===== src/amp_diag_pkg.sv =====
// Package: register offsets, field positions and reset values for the
// alert mask and AC diagnostic register slice.
// Assumes an 8-bit register port decoded by the device's control bus.
package amp_diag_pkg;
    localparam logic [7:0] OFS_WARN_STATUS = 8'h13; // Warning status
    localparam logic [7:0] OFS_ALERT_MASKS = 8'h14; // Alert output masks
    localparam logic [7:0] OFS_AC_CTRL_ONE = 8'h15; // AC control one
    localparam logic [7:0] OFS_AC_CTRL_TWO = 8'h16; // AC control two
    localparam logic [7:0] OFS_IMP_CH1 = 8'h17; // Impedance ch1
    localparam logic [7:0] OFS_IMP_CH2 = 8'h18; // Impedance ch2
    localparam logic [7:0] OFS_PHASE_UP = 8'h1b; // Phase bits 15:8
    localparam logic [7:0] OFS_PHASE_LO = 8'h1c; // Phase bits 7:0
    localparam logic [7:0] OFS_STI_UP = 8'h1d; // STI bits 15:8
    localparam logic [7:0] OFS_STI_LO = 8'h1e; // STI bits 7:0
    // Warning status bit positions
    localparam int unsigned B_OTW_GLOBAL = 4;
    localparam int unsigned B_OVERHEAT_WARNING_CHAN_ONE = 3;
    localparam int unsigned B_OVERHEAT_WARNING_CHAN_TWO = 2;
    // Alert mask bit positions
    localparam int unsigned B_M_OC = 7;
    localparam int unsigned B_M_OTSD = 6;
    localparam int unsigned B_M_UV = 5;
    localparam int unsigned B_M_OV = 4;
    localparam int unsigned B_M_DC = 3;
    localparam int unsigned B_M_ILIM = 2;
    localparam int unsigned B_M_CLIP = 1;
    localparam int unsigned B_M_OTW = 0;
    // AC control one / two writable bits; reserved bits read zero
    localparam logic [7:0] AC_ONE_WMASK = 8'h8c; // Gain, ch1, ch2 enables
    localparam logic [7:0] AC_TWO_WMASK = 8'h9c; // Loop, timing, current
    localparam int unsigned B_AC_GAIN = 7;
    localparam int unsigned B_AC_EN1 = 3;
    localparam int unsigned B_AC_EN2 = 2;
    localparam int unsigned B_AC_LOOP = 7;
    localparam int unsigned B_AC_TEST_CYCLE_COUNT = 4;
    localparam int unsigned B_AC_CUR_HI = 3;
    localparam int unsigned B_AC_CUR_LO = 2;
    // Reset values
    localparam logic [7:0] RST_MASKS = 8'h00;
    localparam logic [7:0] RST_AC = 8'h00;
    localparam logic [7:0] RST_RESULT = 8'h00;
    // Measurement lengths selected by the timing bit
    localparam logic [6:0] AC_CYCLES_SHORT = 7'h20; // 32 cycles
    localparam logic [6:0] AC_CYCLES_LONG = 7'h40; // 64 cycles
endpackage


===== src/amp_diag_regs.sv =====
// Alert mask and AC load diagnostic register slice of the amplifier.
// Assumes a decoded 8-bit register port from the control bus (write
// strobe, read strobe, address, data), fault levels from the protection
// logic and result words from the AC measurement engine.
//
// Summary of operation
// Global overheat warning readable at bit four
// Channel overheat warnings at bits three, two
// Mask bit seven hides overcurrent from error
// Mask bit six hides thermal shutdown
// Mask bit five hides undervoltage
// Mask bit four hides overvoltage
// Mask bit three hides DC offset
// Mask bit two hides current limit
// Mask bit one hides clipping from caution
// Mask bit zero hides overheat warning caution
// Mask register at 0x14, resets to zero
// Control one bit seven selects gain four
// Control one bits three, two enable channels
// Control two bit seven enables loopback
// Control two bit four selects 64 cycles
// Control two bits 3-2 select test current
// Impedance codes per channel at 0x17, 0x18
// Phase result split over 0x1b, 0x1c
// STI result split over 0x1d, 0x1e
// Reserved bits read zero
//
// Port timing, seen from the host side:
// - A write strobe is taken at the rising edge where it stands; the
//   register holds the new value from the next cycle on.
// - A read strobe is answered one cycle later by a one-cycle valid
//   pulse; the read data stays put until the next read.
// - A read and a write in the same cycle return the old contents.
// - Writes to status, result or unmapped offsets change nothing.
// - The 16-bit results have no lock: an update between reading the
//   two halves can tear the word, so hosts read them back to back.
// - Alert pins are registered, one cycle behind their sources, and
//   idle high; masks only gate, they never latch a fault.
// - Reserved current codes are stored as written; software keeps
//   them out, this slice does not police them.
module amp_diag_regs
    import amp_diag_pkg::*;
(
    input wire logic clk_sys, // 25 MHz system clock
    input wire logic nrst, // Asynchronous reset, active low
    input wire logic reg_wr, // One-cycle write strobe
    input wire logic reg_rd, // One-cycle read strobe
    input wire logic [7:0] reg_addr, // Register offset
    input wire logic [7:0] reg_wdata, // Write data
    output logic [7:0] reg_rdata, // Read data, held after a read
    output logic reg_rvalid, // Read data valid pulse
    input wire logic overheat_warning_global, // Device warning level
    input wire logic overheat_warning_chan_one, // Ch1 warning level
    input wire logic overheat_warning_chan_two, // Ch2 warning level
    input wire logic fault_overcurrent, // Any overcurrent fault
    input wire logic fault_thermal_shutdown, // Any thermal shutdown
    input wire logic fault_low_supply, // Any undervoltage fault
    input wire logic fault_high_supply, // Any overvoltage fault
    input wire logic fault_dc_offset, // Any DC offset fault
    input wire logic event_current_limit, // Any current-limit event
    input wire logic event_clipping, // Any clipping event
    input wire logic result_update, // Engine results valid pulse
    input wire logic [7:0] result_imp_ch1, // Ch1 impedance code
    input wire logic [7:0] result_imp_ch2, // Ch2 impedance code
    input wire logic [15:0] result_phase, // Phase word
    input wire logic [15:0] result_sti, // STI word
    output logic error_alert_n, // Error alert, low when active
    output logic caution_alert_n, // Caution alert, low when active
    output logic ac_gain_four, // Diagnostic gain four selected
    output logic ac_test_on_chan_one, // Ch1 AC test enabled
    output logic ac_test_on_chan_two, // Ch2 AC test enabled
    output logic ac_test_self_return, // Loopback mode
    output logic [6:0] ac_test_cycle_count, // 32 or 64 cycles
    output logic [1:0] ac_test_drive_level // Test current code
);

    // Whole block state in one record
    typedef struct packed {
        logic [7:0] masks; // Alert output masks
        logic [7:0] ac_one; // AC control one
        logic [7:0] ac_two; // AC control two
        logic [7:0] warn; // Warning status snapshot
        logic [7:0] imp1; // Impedance ch1
        logic [7:0] imp2; // Impedance ch2
        logic [15:0] phase; // Phase result
        logic [15:0] sti; // STI result
        logic [7:0] rdata; // Read data holding register
        logic rvalid; // Read answer pulse
        logic err_n; // Error alert pin
        logic cau_n; // Caution alert pin
    } state_t;

    state_t st_r; // Registered state
    state_t st_nxt; // Next state
    logic err_any; // Unmasked error source present
    logic cau_any; // Unmasked caution source present
    logic otw_any; // Any overheat warning

    // Alert gating: a zero mask bit lets the source through
    always_comb begin
        otw_any = overheat_warning_global | overheat_warning_chan_one
                | overheat_warning_chan_two;
        err_any = (fault_overcurrent & ~st_r.masks[B_M_OC])
                | (fault_thermal_shutdown & ~st_r.masks[B_M_OTSD])
                | (fault_low_supply & ~st_r.masks[B_M_UV])
                | (fault_high_supply & ~st_r.masks[B_M_OV])
                | (fault_dc_offset & ~st_r.masks[B_M_DC])
                | (event_current_limit & ~st_r.masks[B_M_ILIM]);
        cau_any = (event_clipping & ~st_r.masks[B_M_CLIP])
                | (otw_any & ~st_r.masks[B_M_OTW]);
    end

    // Next-state logic: writes, result capture, read mux, pins
    always_comb begin
        st_nxt = st_r;
        // Warnings follow their sources, other bits zero
        st_nxt.warn = 8'h00;
        st_nxt.warn[B_OTW_GLOBAL] = overheat_warning_global;
        st_nxt.warn[B_OVERHEAT_WARNING_CHAN_ONE] = overheat_warning_chan_one;
        st_nxt.warn[B_OVERHEAT_WARNING_CHAN_TWO] = overheat_warning_chan_two;
        // Pins are registered, so alerts lag the source one cycle
        st_nxt.err_n = ~err_any;
        st_nxt.cau_n = ~cau_any;
        // Results replace as a set, so both halves of a word agree
        if (result_update) begin
            st_nxt.imp1 = result_imp_ch1;
            st_nxt.imp2 = result_imp_ch2;
            st_nxt.phase = result_phase;
            st_nxt.sti = result_sti;
        end
        // Register writes; read-only offsets ignore writes
        if (reg_wr) begin
            unique case (reg_addr)
                OFS_ALERT_MASKS: begin
                    st_nxt.masks = reg_wdata;
                end
                OFS_AC_CTRL_ONE: begin
                    // Reserved bits kept zero
                    st_nxt.ac_one = reg_wdata & AC_ONE_WMASK;
                end
                OFS_AC_CTRL_TWO: begin
                    // Reserved current codes stored as written
                    st_nxt.ac_two = reg_wdata & AC_TWO_WMASK;
                end
                default: begin
                    // Unmapped or read-only: ignored
                end
            endcase
        end
        // Read answer one cycle after the strobe
        st_nxt.rvalid = reg_rd;
        if (reg_rd) begin
            unique case (reg_addr)
                OFS_WARN_STATUS: st_nxt.rdata = st_r.warn;
                OFS_ALERT_MASKS: st_nxt.rdata = st_r.masks;
                OFS_AC_CTRL_ONE: st_nxt.rdata = st_r.ac_one;
                OFS_AC_CTRL_TWO: st_nxt.rdata = st_r.ac_two;
                OFS_IMP_CH1: st_nxt.rdata = st_r.imp1;
                OFS_IMP_CH2: st_nxt.rdata = st_r.imp2;
                OFS_PHASE_UP: st_nxt.rdata = st_r.phase[15:8];
                OFS_PHASE_LO: st_nxt.rdata = st_r.phase[7:0];
                OFS_STI_UP: st_nxt.rdata = st_r.sti[15:8];
                OFS_STI_LO: st_nxt.rdata = st_r.sti[7:0];
                default: st_nxt.rdata = 8'h00; // Unmapped reads zero
            endcase
        end
    end

    // State register; alerts idle high during reset
    always_ff @(posedge clk_sys or negedge nrst) begin
        if (!nrst) begin
            st_r <= '0;
            st_r.masks <= RST_MASKS;
            st_r.ac_one <= RST_AC;
            st_r.ac_two <= RST_AC;
            st_r.imp1 <= RST_RESULT;
            st_r.imp2 <= RST_RESULT;
            st_r.err_n <= 1'b1;
            st_r.cau_n <= 1'b1;
        end else begin
            st_r <= st_nxt;
        end
    end

    // Outputs straight from state flip-flops
    assign reg_rdata = st_r.rdata;
    assign reg_rvalid = st_r.rvalid;
    assign error_alert_n = st_r.err_n;
    assign caution_alert_n = st_r.cau_n;
    assign ac_gain_four = st_r.ac_one[B_AC_GAIN];
    assign ac_test_on_chan_one = st_r.ac_one[B_AC_EN1];
    assign ac_test_on_chan_two = st_r.ac_one[B_AC_EN2];
    assign ac_test_self_return = st_r.ac_two[B_AC_LOOP];
    // Length decoded from one stored bit, still flop-driven
    assign ac_test_cycle_count = st_r.ac_two[B_AC_TEST_CYCLE_COUNT] ?
        AC_CYCLES_LONG : AC_CYCLES_SHORT;
    assign ac_test_drive_level =
        st_r.ac_two[B_AC_CUR_HI:B_AC_CUR_LO];

    // Checks, all on the system clock and idle during reset

    // Unmasked overcurrent pulls the error pin next cycle
    overcur_alert_a: assert property (@(posedge clk_sys)
        disable iff (!nrst)
        fault_overcurrent && !st_r.masks[B_M_OC] |=> !error_alert_n)
        else $error("Unmasked overcurrent did not raise error alert");

    // Unmasked thermal shutdown pulls the error pin
    thermal_alert_a: assert property (@(posedge clk_sys)
        disable iff (!nrst)
        fault_thermal_shutdown && !st_r.masks[B_M_OTSD] |=> !error_alert_n)
        else $error("Unmasked thermal shutdown missed");

    // All six error masks set keep the error pin idle
    error_quiet_a: assert property (@(posedge clk_sys)
        disable iff (!nrst)
        (st_r.masks[7:2] == 6'h3f) |=> error_alert_n)
        else $error("Error alert with all sources masked");

    // Unmasked undervoltage pulls the error pin
    lowsup_alert_a: assert property (@(posedge clk_sys)
        disable iff (!nrst)
        fault_low_supply && !st_r.masks[B_M_UV] |=> !error_alert_n)
        else $error("Unmasked undervoltage missed");

    // Unmasked overvoltage pulls the error pin
    overvolt_alert_a: assert property (@(posedge clk_sys)
        disable iff (!nrst)
        fault_high_supply && !st_r.masks[B_M_OV] |=> !error_alert_n)
        else $error("Unmasked overvoltage missed");

    // Unmasked DC offset pulls the error pin
    dc_alert_a: assert property (@(posedge clk_sys)
        disable iff (!nrst)
        fault_dc_offset && !st_r.masks[B_M_DC] |=> !error_alert_n)
        else $error("Unmasked DC offset missed");

    // Unmasked current limit pulls the error pin
    ilim_alert_a: assert property (@(posedge clk_sys)
        disable iff (!nrst)
        event_current_limit && !st_r.masks[B_M_ILIM] |=> !error_alert_n)
        else $error("Unmasked current limit missed");

    // Unmasked clipping pulls the caution pin
    clip_caution_a: assert property (@(posedge clk_sys)
        disable iff (!nrst)
        event_clipping && !st_r.masks[B_M_CLIP] |=> !caution_alert_n)
        else $error("Unmasked clipping missed");

    // Both caution masks set keep the caution pin idle
    caution_quiet_a: assert property (@(posedge clk_sys)
        disable iff (!nrst)
        (st_r.masks[1:0] == 2'b11) |=> caution_alert_n)
        else $error("Caution alert with all sources masked");

    // Any unmasked overheat warning pulls the caution pin
    otw_caution_a: assert property (@(posedge clk_sys)
        disable iff (!nrst)
        otw_any && !st_r.masks[B_M_OTW] |=> !caution_alert_n)
        else $error("Unmasked overheat warning missed");

    // Mask writes land whole in the next cycle
    mask_write_a: assert property (@(posedge clk_sys)
        disable iff (!nrst)
        reg_wr && reg_addr == OFS_ALERT_MASKS |=>
        st_r.masks == $past(reg_wdata))
        else $error("Mask register write lost");

    // Read answer is exactly one cycle behind its strobe
    read_answer_a: assert property (@(posedge clk_sys)
        disable iff (!nrst)
        $past(nrst) |-> reg_rvalid == $past(reg_rd))
        else $error("Read valid pulse out of step");

    // Global warning bit tracks its source one cycle late
    warn_global_a: assert property (@(posedge clk_sys)
        disable iff (!nrst)
        $past(nrst) |->
        st_r.warn[B_OTW_GLOBAL] == $past(overheat_warning_global))
        else $error("Global warning bit out of step");

    // Channel warning bits track their sources
    warn_chan_a: assert property (@(posedge clk_sys)
        disable iff (!nrst)
        $past(nrst) |->
        st_r.warn[B_OVERHEAT_WARNING_CHAN_ONE] == $past(overheat_warning_chan_one) &&
        st_r.warn[B_OVERHEAT_WARNING_CHAN_TWO] == $past(overheat_warning_chan_two))
        else $error("Channel warning bits out of step");

    // Warning reads never show reserved bits
    warn_read_a: assert property (@(posedge clk_sys)
        disable iff (!nrst)
        reg_rd && reg_addr == OFS_WARN_STATUS |=>
        reg_rvalid && reg_rdata[7:5] == 3'h0 && reg_rdata[1:0] == 2'h0)
        else $error("Warning read shows reserved bits");

    // Control registers never hold reserved ones
    ctrl_reserved_a: assert property (@(posedge clk_sys)
        disable iff (!nrst)
        (st_r.ac_one & ~AC_ONE_WMASK) == 8'h00 &&
        (st_r.ac_two & ~AC_TWO_WMASK) == 8'h00)
        else $error("Reserved control bit set");

    // Gain bit written as one selects gain four
    gain_on_a: assert property (@(posedge clk_sys)
        disable iff (!nrst)
        reg_wr && reg_addr == OFS_AC_CTRL_ONE && reg_wdata[B_AC_GAIN]
        |=> ac_gain_four)
        else $error("Gain bit did not select gain four");

    // Channel one enable written as one switches it on
    chan_one_on_a: assert property (@(posedge clk_sys)
        disable iff (!nrst)
        reg_wr && reg_addr == OFS_AC_CTRL_ONE && reg_wdata[B_AC_EN1]
        |=> ac_test_on_chan_one)
        else $error("Channel one test not enabled");

    // Channel two enable written as zero switches it off
    chan_two_off_a: assert property (@(posedge clk_sys)
        disable iff (!nrst)
        reg_wr && reg_addr == OFS_AC_CTRL_ONE && !reg_wdata[B_AC_EN2]
        |=> !ac_test_on_chan_two)
        else $error("Channel two test not disabled");

    // Loopback bit written as one turns loopback on
    loop_on_a: assert property (@(posedge clk_sys)
        disable iff (!nrst)
        reg_wr && reg_addr == OFS_AC_CTRL_TWO && reg_wdata[B_AC_LOOP]
        |=> ac_test_self_return)
        else $error("Loopback not enabled");

    // Timing bit one selects the long measurement
    timing_sel_a: assert property (@(posedge clk_sys)
        disable iff (!nrst)
        reg_wr && reg_addr == OFS_AC_CTRL_TWO && reg_wdata[B_AC_TEST_CYCLE_COUNT]
        |=> ac_test_cycle_count == AC_CYCLES_LONG)
        else $error("Timing bit did not select 64 cycles");

    // Timing bit zero selects the short measurement
    timing_short_a: assert property (@(posedge clk_sys)
        disable iff (!nrst)
        reg_wr && reg_addr == OFS_AC_CTRL_TWO && !reg_wdata[B_AC_TEST_CYCLE_COUNT]
        |=> ac_test_cycle_count == AC_CYCLES_SHORT)
        else $error("Timing bit did not select 32 cycles");

    // Current code 01 reaches the drive level output
    drive_level_a: assert property (@(posedge clk_sys)
        disable iff (!nrst)
        reg_wr && reg_addr == OFS_AC_CTRL_TWO &&
        reg_wdata[B_AC_CUR_HI:B_AC_CUR_LO] == 2'b01
        |=> ac_test_drive_level == 2'b01)
        else $error("Test current code not applied");

    // Impedance codes captured on the update pulse
    imp_capture_a: assert property (@(posedge clk_sys)
        disable iff (!nrst)
        result_update |=> st_r.imp1 == $past(result_imp_ch1) &&
        st_r.imp2 == $past(result_imp_ch2))
        else $error("Impedance result not captured");

    // Upper phase byte read returns the stored word
    phase_read_a: assert property (@(posedge clk_sys)
        disable iff (!nrst)
        reg_rd && reg_addr == OFS_PHASE_UP && !result_update
        |=> reg_rdata == st_r.phase[15:8])
        else $error("Phase upper byte read mismatch");

    // STI word captured on the update pulse
    sti_capture_a: assert property (@(posedge clk_sys)
        disable iff (!nrst)
        result_update |=> st_r.sti == $past(result_sti))
        else $error("STI result not captured");
endmodule


===== config.mk =====
export PLATFORM = sky130hd
export DESIGN_NAME = amp_diag_regs
export DESIGN_NICKNAME = d
export VERILOG_FILES = /design/src/amp_diag_pkg.sv /design/src/amp_diag_regs.sv
export SDC_FILE = /design/constraint.sdc
export NUM_CORES = 1
export LEC_CHECK = 0
export ABC_AREA = 1
export BUFFER_PORTS_ARGS = -buffer_cell sky130_fd_sc_hd__buf_2
export CAP_MARGIN = 20
export CORE_ASPECT_RATIO = 0.7
export CORE_MARGIN = 2
export CORE_UTILIZATION = 35
export CTS_BUF_LIST = sky130_fd_sc_hd__clkbuf_4 sky130_fd_sc_hd__clkbuf_8
export DETAILED_ROUTE_END_ITERATION = 8
export GPL_TIMING_DRIVEN = 0
export SLEW_MARGIN = 15
export SYNTH_ARGS = -nofsm -noshare
export SYNTH_HDL_FRONTEND = slang
export SYNTH_SLANG_ARGS = --single-unit
export TNS_END_PERCENT = 20

===== constraint.sdc =====
create_clock -name clk_sys -period 1.2 [get_ports clk_sys]
set_input_delay 0.36 -clock clk_sys [delete_from_list [all_inputs] [get_ports clk_sys]]
set_output_delay 0.36 -clock clk_sys [all_outputs]
set_load 0.03 [all_outputs]

==> summary.md <==
| Metric | Value |
|---|---|
| Lkg Pwr | `2.51 nW` |
| Vias per std cell | `4.65` |
| Setup ws final | `-179 ps` |
| Critical path's top delay family | `flip-flops` |
| Die width | `128 um` |
| Hold Path Cell Cnt | `1` |
| Worst path slowest cell | `dfrtp_1` |
| HP Start | `overheat_warning_chan_two` |
| Cell area after synthesis | `0.00374 sq mm` |
| EDFF count, synth | `0` |
| Core footprint | `0.0104 sq mm` |
| Startpoint Class | `register` |
| IO Pins | `103` |
| Net Switching | `1.40 mW` |
| FF+latch count, synth | `77` |
| Period utilisation layout | `1.15` |
| CTS HTree Levels | `3` |
| Worst stage delay on the critical path | `410 ps` |
| Worst min path class | `input pin to register` |
| Seq. cell area | `0.00193 sq mm` |
| Yosys warning count | `0` |
| Min Tclk post-route | `1380 ps` |
| Synth Area per Inst | `9.21 sq um` |
| Number of global-route vias before repair | `3,081` |
| Routability cong. | `0.831` |
| Max frequency | `725 MHz` |
| Failing checks | `negative setup slack` |
| Initial antenna violation count | `0` |
| Top cell type's share of synthesized area | `0.502` |
| Clock Tree Buf Depth | `2` |
| Fill cells | `1,015` |
| Post-synthesis cell type count | `27` |
| Overall power | `5.68 mW` |
| Grt ovf | `0` |
| Outcome | `complete, but fails checks` |
| Fin cells | `661` |
| Area contributors post-synth | `dfrtp_1, mux2_2, nand2_1` |
| Max-Cap Viols | `0` |
| Dpl ws | `-461 ps` |
| P per Cell Area | `1160 mW/mm^2` |
| Overall Global Routing Usage | `0.181` |
| R2r endpoint | `reg_rdata[2]` |
| WP data required | `840 ps` |
| R2R cell count | `7` |
| Sequential power share | `0.511` |
| Setup CP Type | `register to output port` |
| Comb power frac | `0.132` |
| Util after Layout | `0.475` |
| Largest net degree at the start of global routing | `52` |
| Reg-to-reg startpoint | `ac_test_drive_level[0]` |
| Leading cell type in the layout, fill and taps excluded | `buf_2` |
| Most frequent cells in the layout | `buf_2, nand2_1, dfrtp_1` |
| Vias | `3,074` |
| Post-DP HPWL | `7510 um` |
| Worst setup EP type | `output port` |
| Layout cells sized above 1 | `0.395` |
| First-pass GRT wire length | `15,800 um` |
| Number of inserted diodes | `0` |
| Antenna Nets Post-Route | `0` |
| Die Y-Extent | `90.5 um` |
| # setup viols final | `27` |
| Final hold vios | `0` |
| Synth area leader | `dfrtp_1` |
| Setup Skew | `8.66 ps` |
| CP arrival | `1020 ps` |
| Clock-pin transition on the worst setup and hold timing paths | `70 ps` |
| R2r setup slk | `60 ps` |
| Internal | `4.28 mW` |
| Clock Latency Late Sink | `360 ps` |
| Cells after Synth | `406` |
| RSZ-0062 raised after global routing | `yes` |
| Clock buffer count from CTS | `9` |
| Slew Viols, Final | `0` |
| Initial DRC count | `186` |
| Post-synthesis sequential area ratio | `0.516` |
| Worst-path fanout max | `3` |
| Critical path buffer and inverter count | `2` |
| Average routed wire per standard cell | `14.9 um` |
| Multi-input logic area | `0.00152 sq mm` |
| Ys async rst share | `1.00` |
| Post-route DRC | `0` |
| CTS tree | `done` |
| Ys flop type | `dfrtp_1` |
| Critical-path cell list | `buf_6 -> buf_6` |
| Root Driver | `clkbuf_8` |
| TritonRoute pass-1 iters | `4` |
| Initial Util | `0.361` |
| Worst Hold Path EP | `st_r[61]` |
| Clock power frac | `0.356` |
| Most used cell along the critical path | `buf_6` |
| Die Area | `0.0115 sq mm` |
| Final net count | `604` |
| Placement row count | `31` |
| Post-Place Cells | `639` |
| Total routed wirelength | `9850 um` |
| Max VDD drop | `0.787 mV` |
| Clk sinks | `77` |
| Synth-to-Final Area Change | `31.4%` |
| Sw frac | `0.247` |
| Port Buffers | `96` |
metrics by stage:
stage | hold WS (ps) | cell area (sq um) | setup TNS [ps]
floorplan | 64.4 | 3820 | -47.7
global placement | 465 | 4470 | -69040
detailed placement | 307 | 4500 | -13270
CTS | 111 | 4900 | -2940
global route | 105 | 4920 | -4040
finish | 130 | 4920 | -2460
cell usage after synthesis (2+ instances only):
library cell  count
a21oi_1           2
buf_2            10
buf_4            17
clkbuf_1          3
dfrtp_1          75
dfstp_2           2
inv_1            39
mux2_1            3
mux2_2           36
nand2_1          82
nand2_2           2
nand3_1          58
nor2_1           26
nor2_2            6
nor3_1            2
o21ai_0          23
o21ai_1          10
power groups by stage:
stage	clock network, mW	registers, mW	logic, mW
finish	2.02	2.90	0.750
global route	2.23	2.93	0.831
CTS	2.11	2.91	0.752
detailed placement	0	2.95	0.713
global placement	0	2.95	0.686
floorplan	0	2.93	0.390
registers in the layout (all words and copies together), names as in the netlist:
signal               count
reg_rvalid               1
ac_test_self_return      1
caution_alert_n          1
reg_rdata                8
ac_test_on_chan_one      1
ac_test_drive_level      2
error_alert_n            1
ac_test_on_chan_two      1
ac_gain_four             1
st_r                    60
worst max path at each step:
stage / startpoint / to / cells after the start
4_1_cts: st_r[71] / ac_test_cycle_count[6] / 2
2_1_floorplan: reg_addr[7] / reg_rdata[7] / 10
3_3_place_gp: nrst / st_r[39] / 1
3_5_place_dp: reg_addr[7] / reg_rdata[7] / 11
6_report: st_r[71] / ac_test_cycle_count[6] / 2
5_1_grt: st_r[71] / ac_test_cycle_count[6] / 2
cell type report:
class | count | share of cell area
timing repair buffer | 108 | 0.145
multi-input combinational | 263 | 0.309
buffer | 27 | 0.0448
inverter | 39 | 0.0333
clock inverter | 1 | 0.00611
sequential | 77 | 0.392
tap | 132 | 0.0336
clock buffer | 14 | 0.0354
routing by layer:
metal | GRT usage | wire [um] | part of all wire
met2 | 0.258 | 4150 | 0.42
met5 | 0 | 0 | 0
met1 | 0.266 | 4850 | 0.49
met3 | 0.0557 | 733 | 0.074
met4 | 0.0440 | 106 | 0.011
kinds of logic (layout without fill, tap and decap cells):
group | after synthesis | after routing | synth area share
flops | 77 | 77 | 0.516
buf+inv | 70 | 189 | 0.0926
simple gates | 182 | 182 | 0.222
compound gates | 37 | 37 | 0.0508
other cells | 1 | 5 | 0.00100
mux | 39 | 39 | 0.117
worst register-to-register path: stages (launching register included):
cell and delay, ps:
dfrtp_1 390, buf_4 140, nand3_1 70, nand2_1 60, nor2_1 90, nand3_1 150
nand2_1 100, nand2_1 50
timing repair:
action / CTS / global route
buffers inserted: 7 / 3
hold endpoints to repair: 25 / 0
resized for setup: 46 / 7
pin swaps: 1 / 0
hold buffers: 1 / 0
setup endpoints to repair: 26 / 31
No activity file was read; power rests on OpenSTA's default activity.
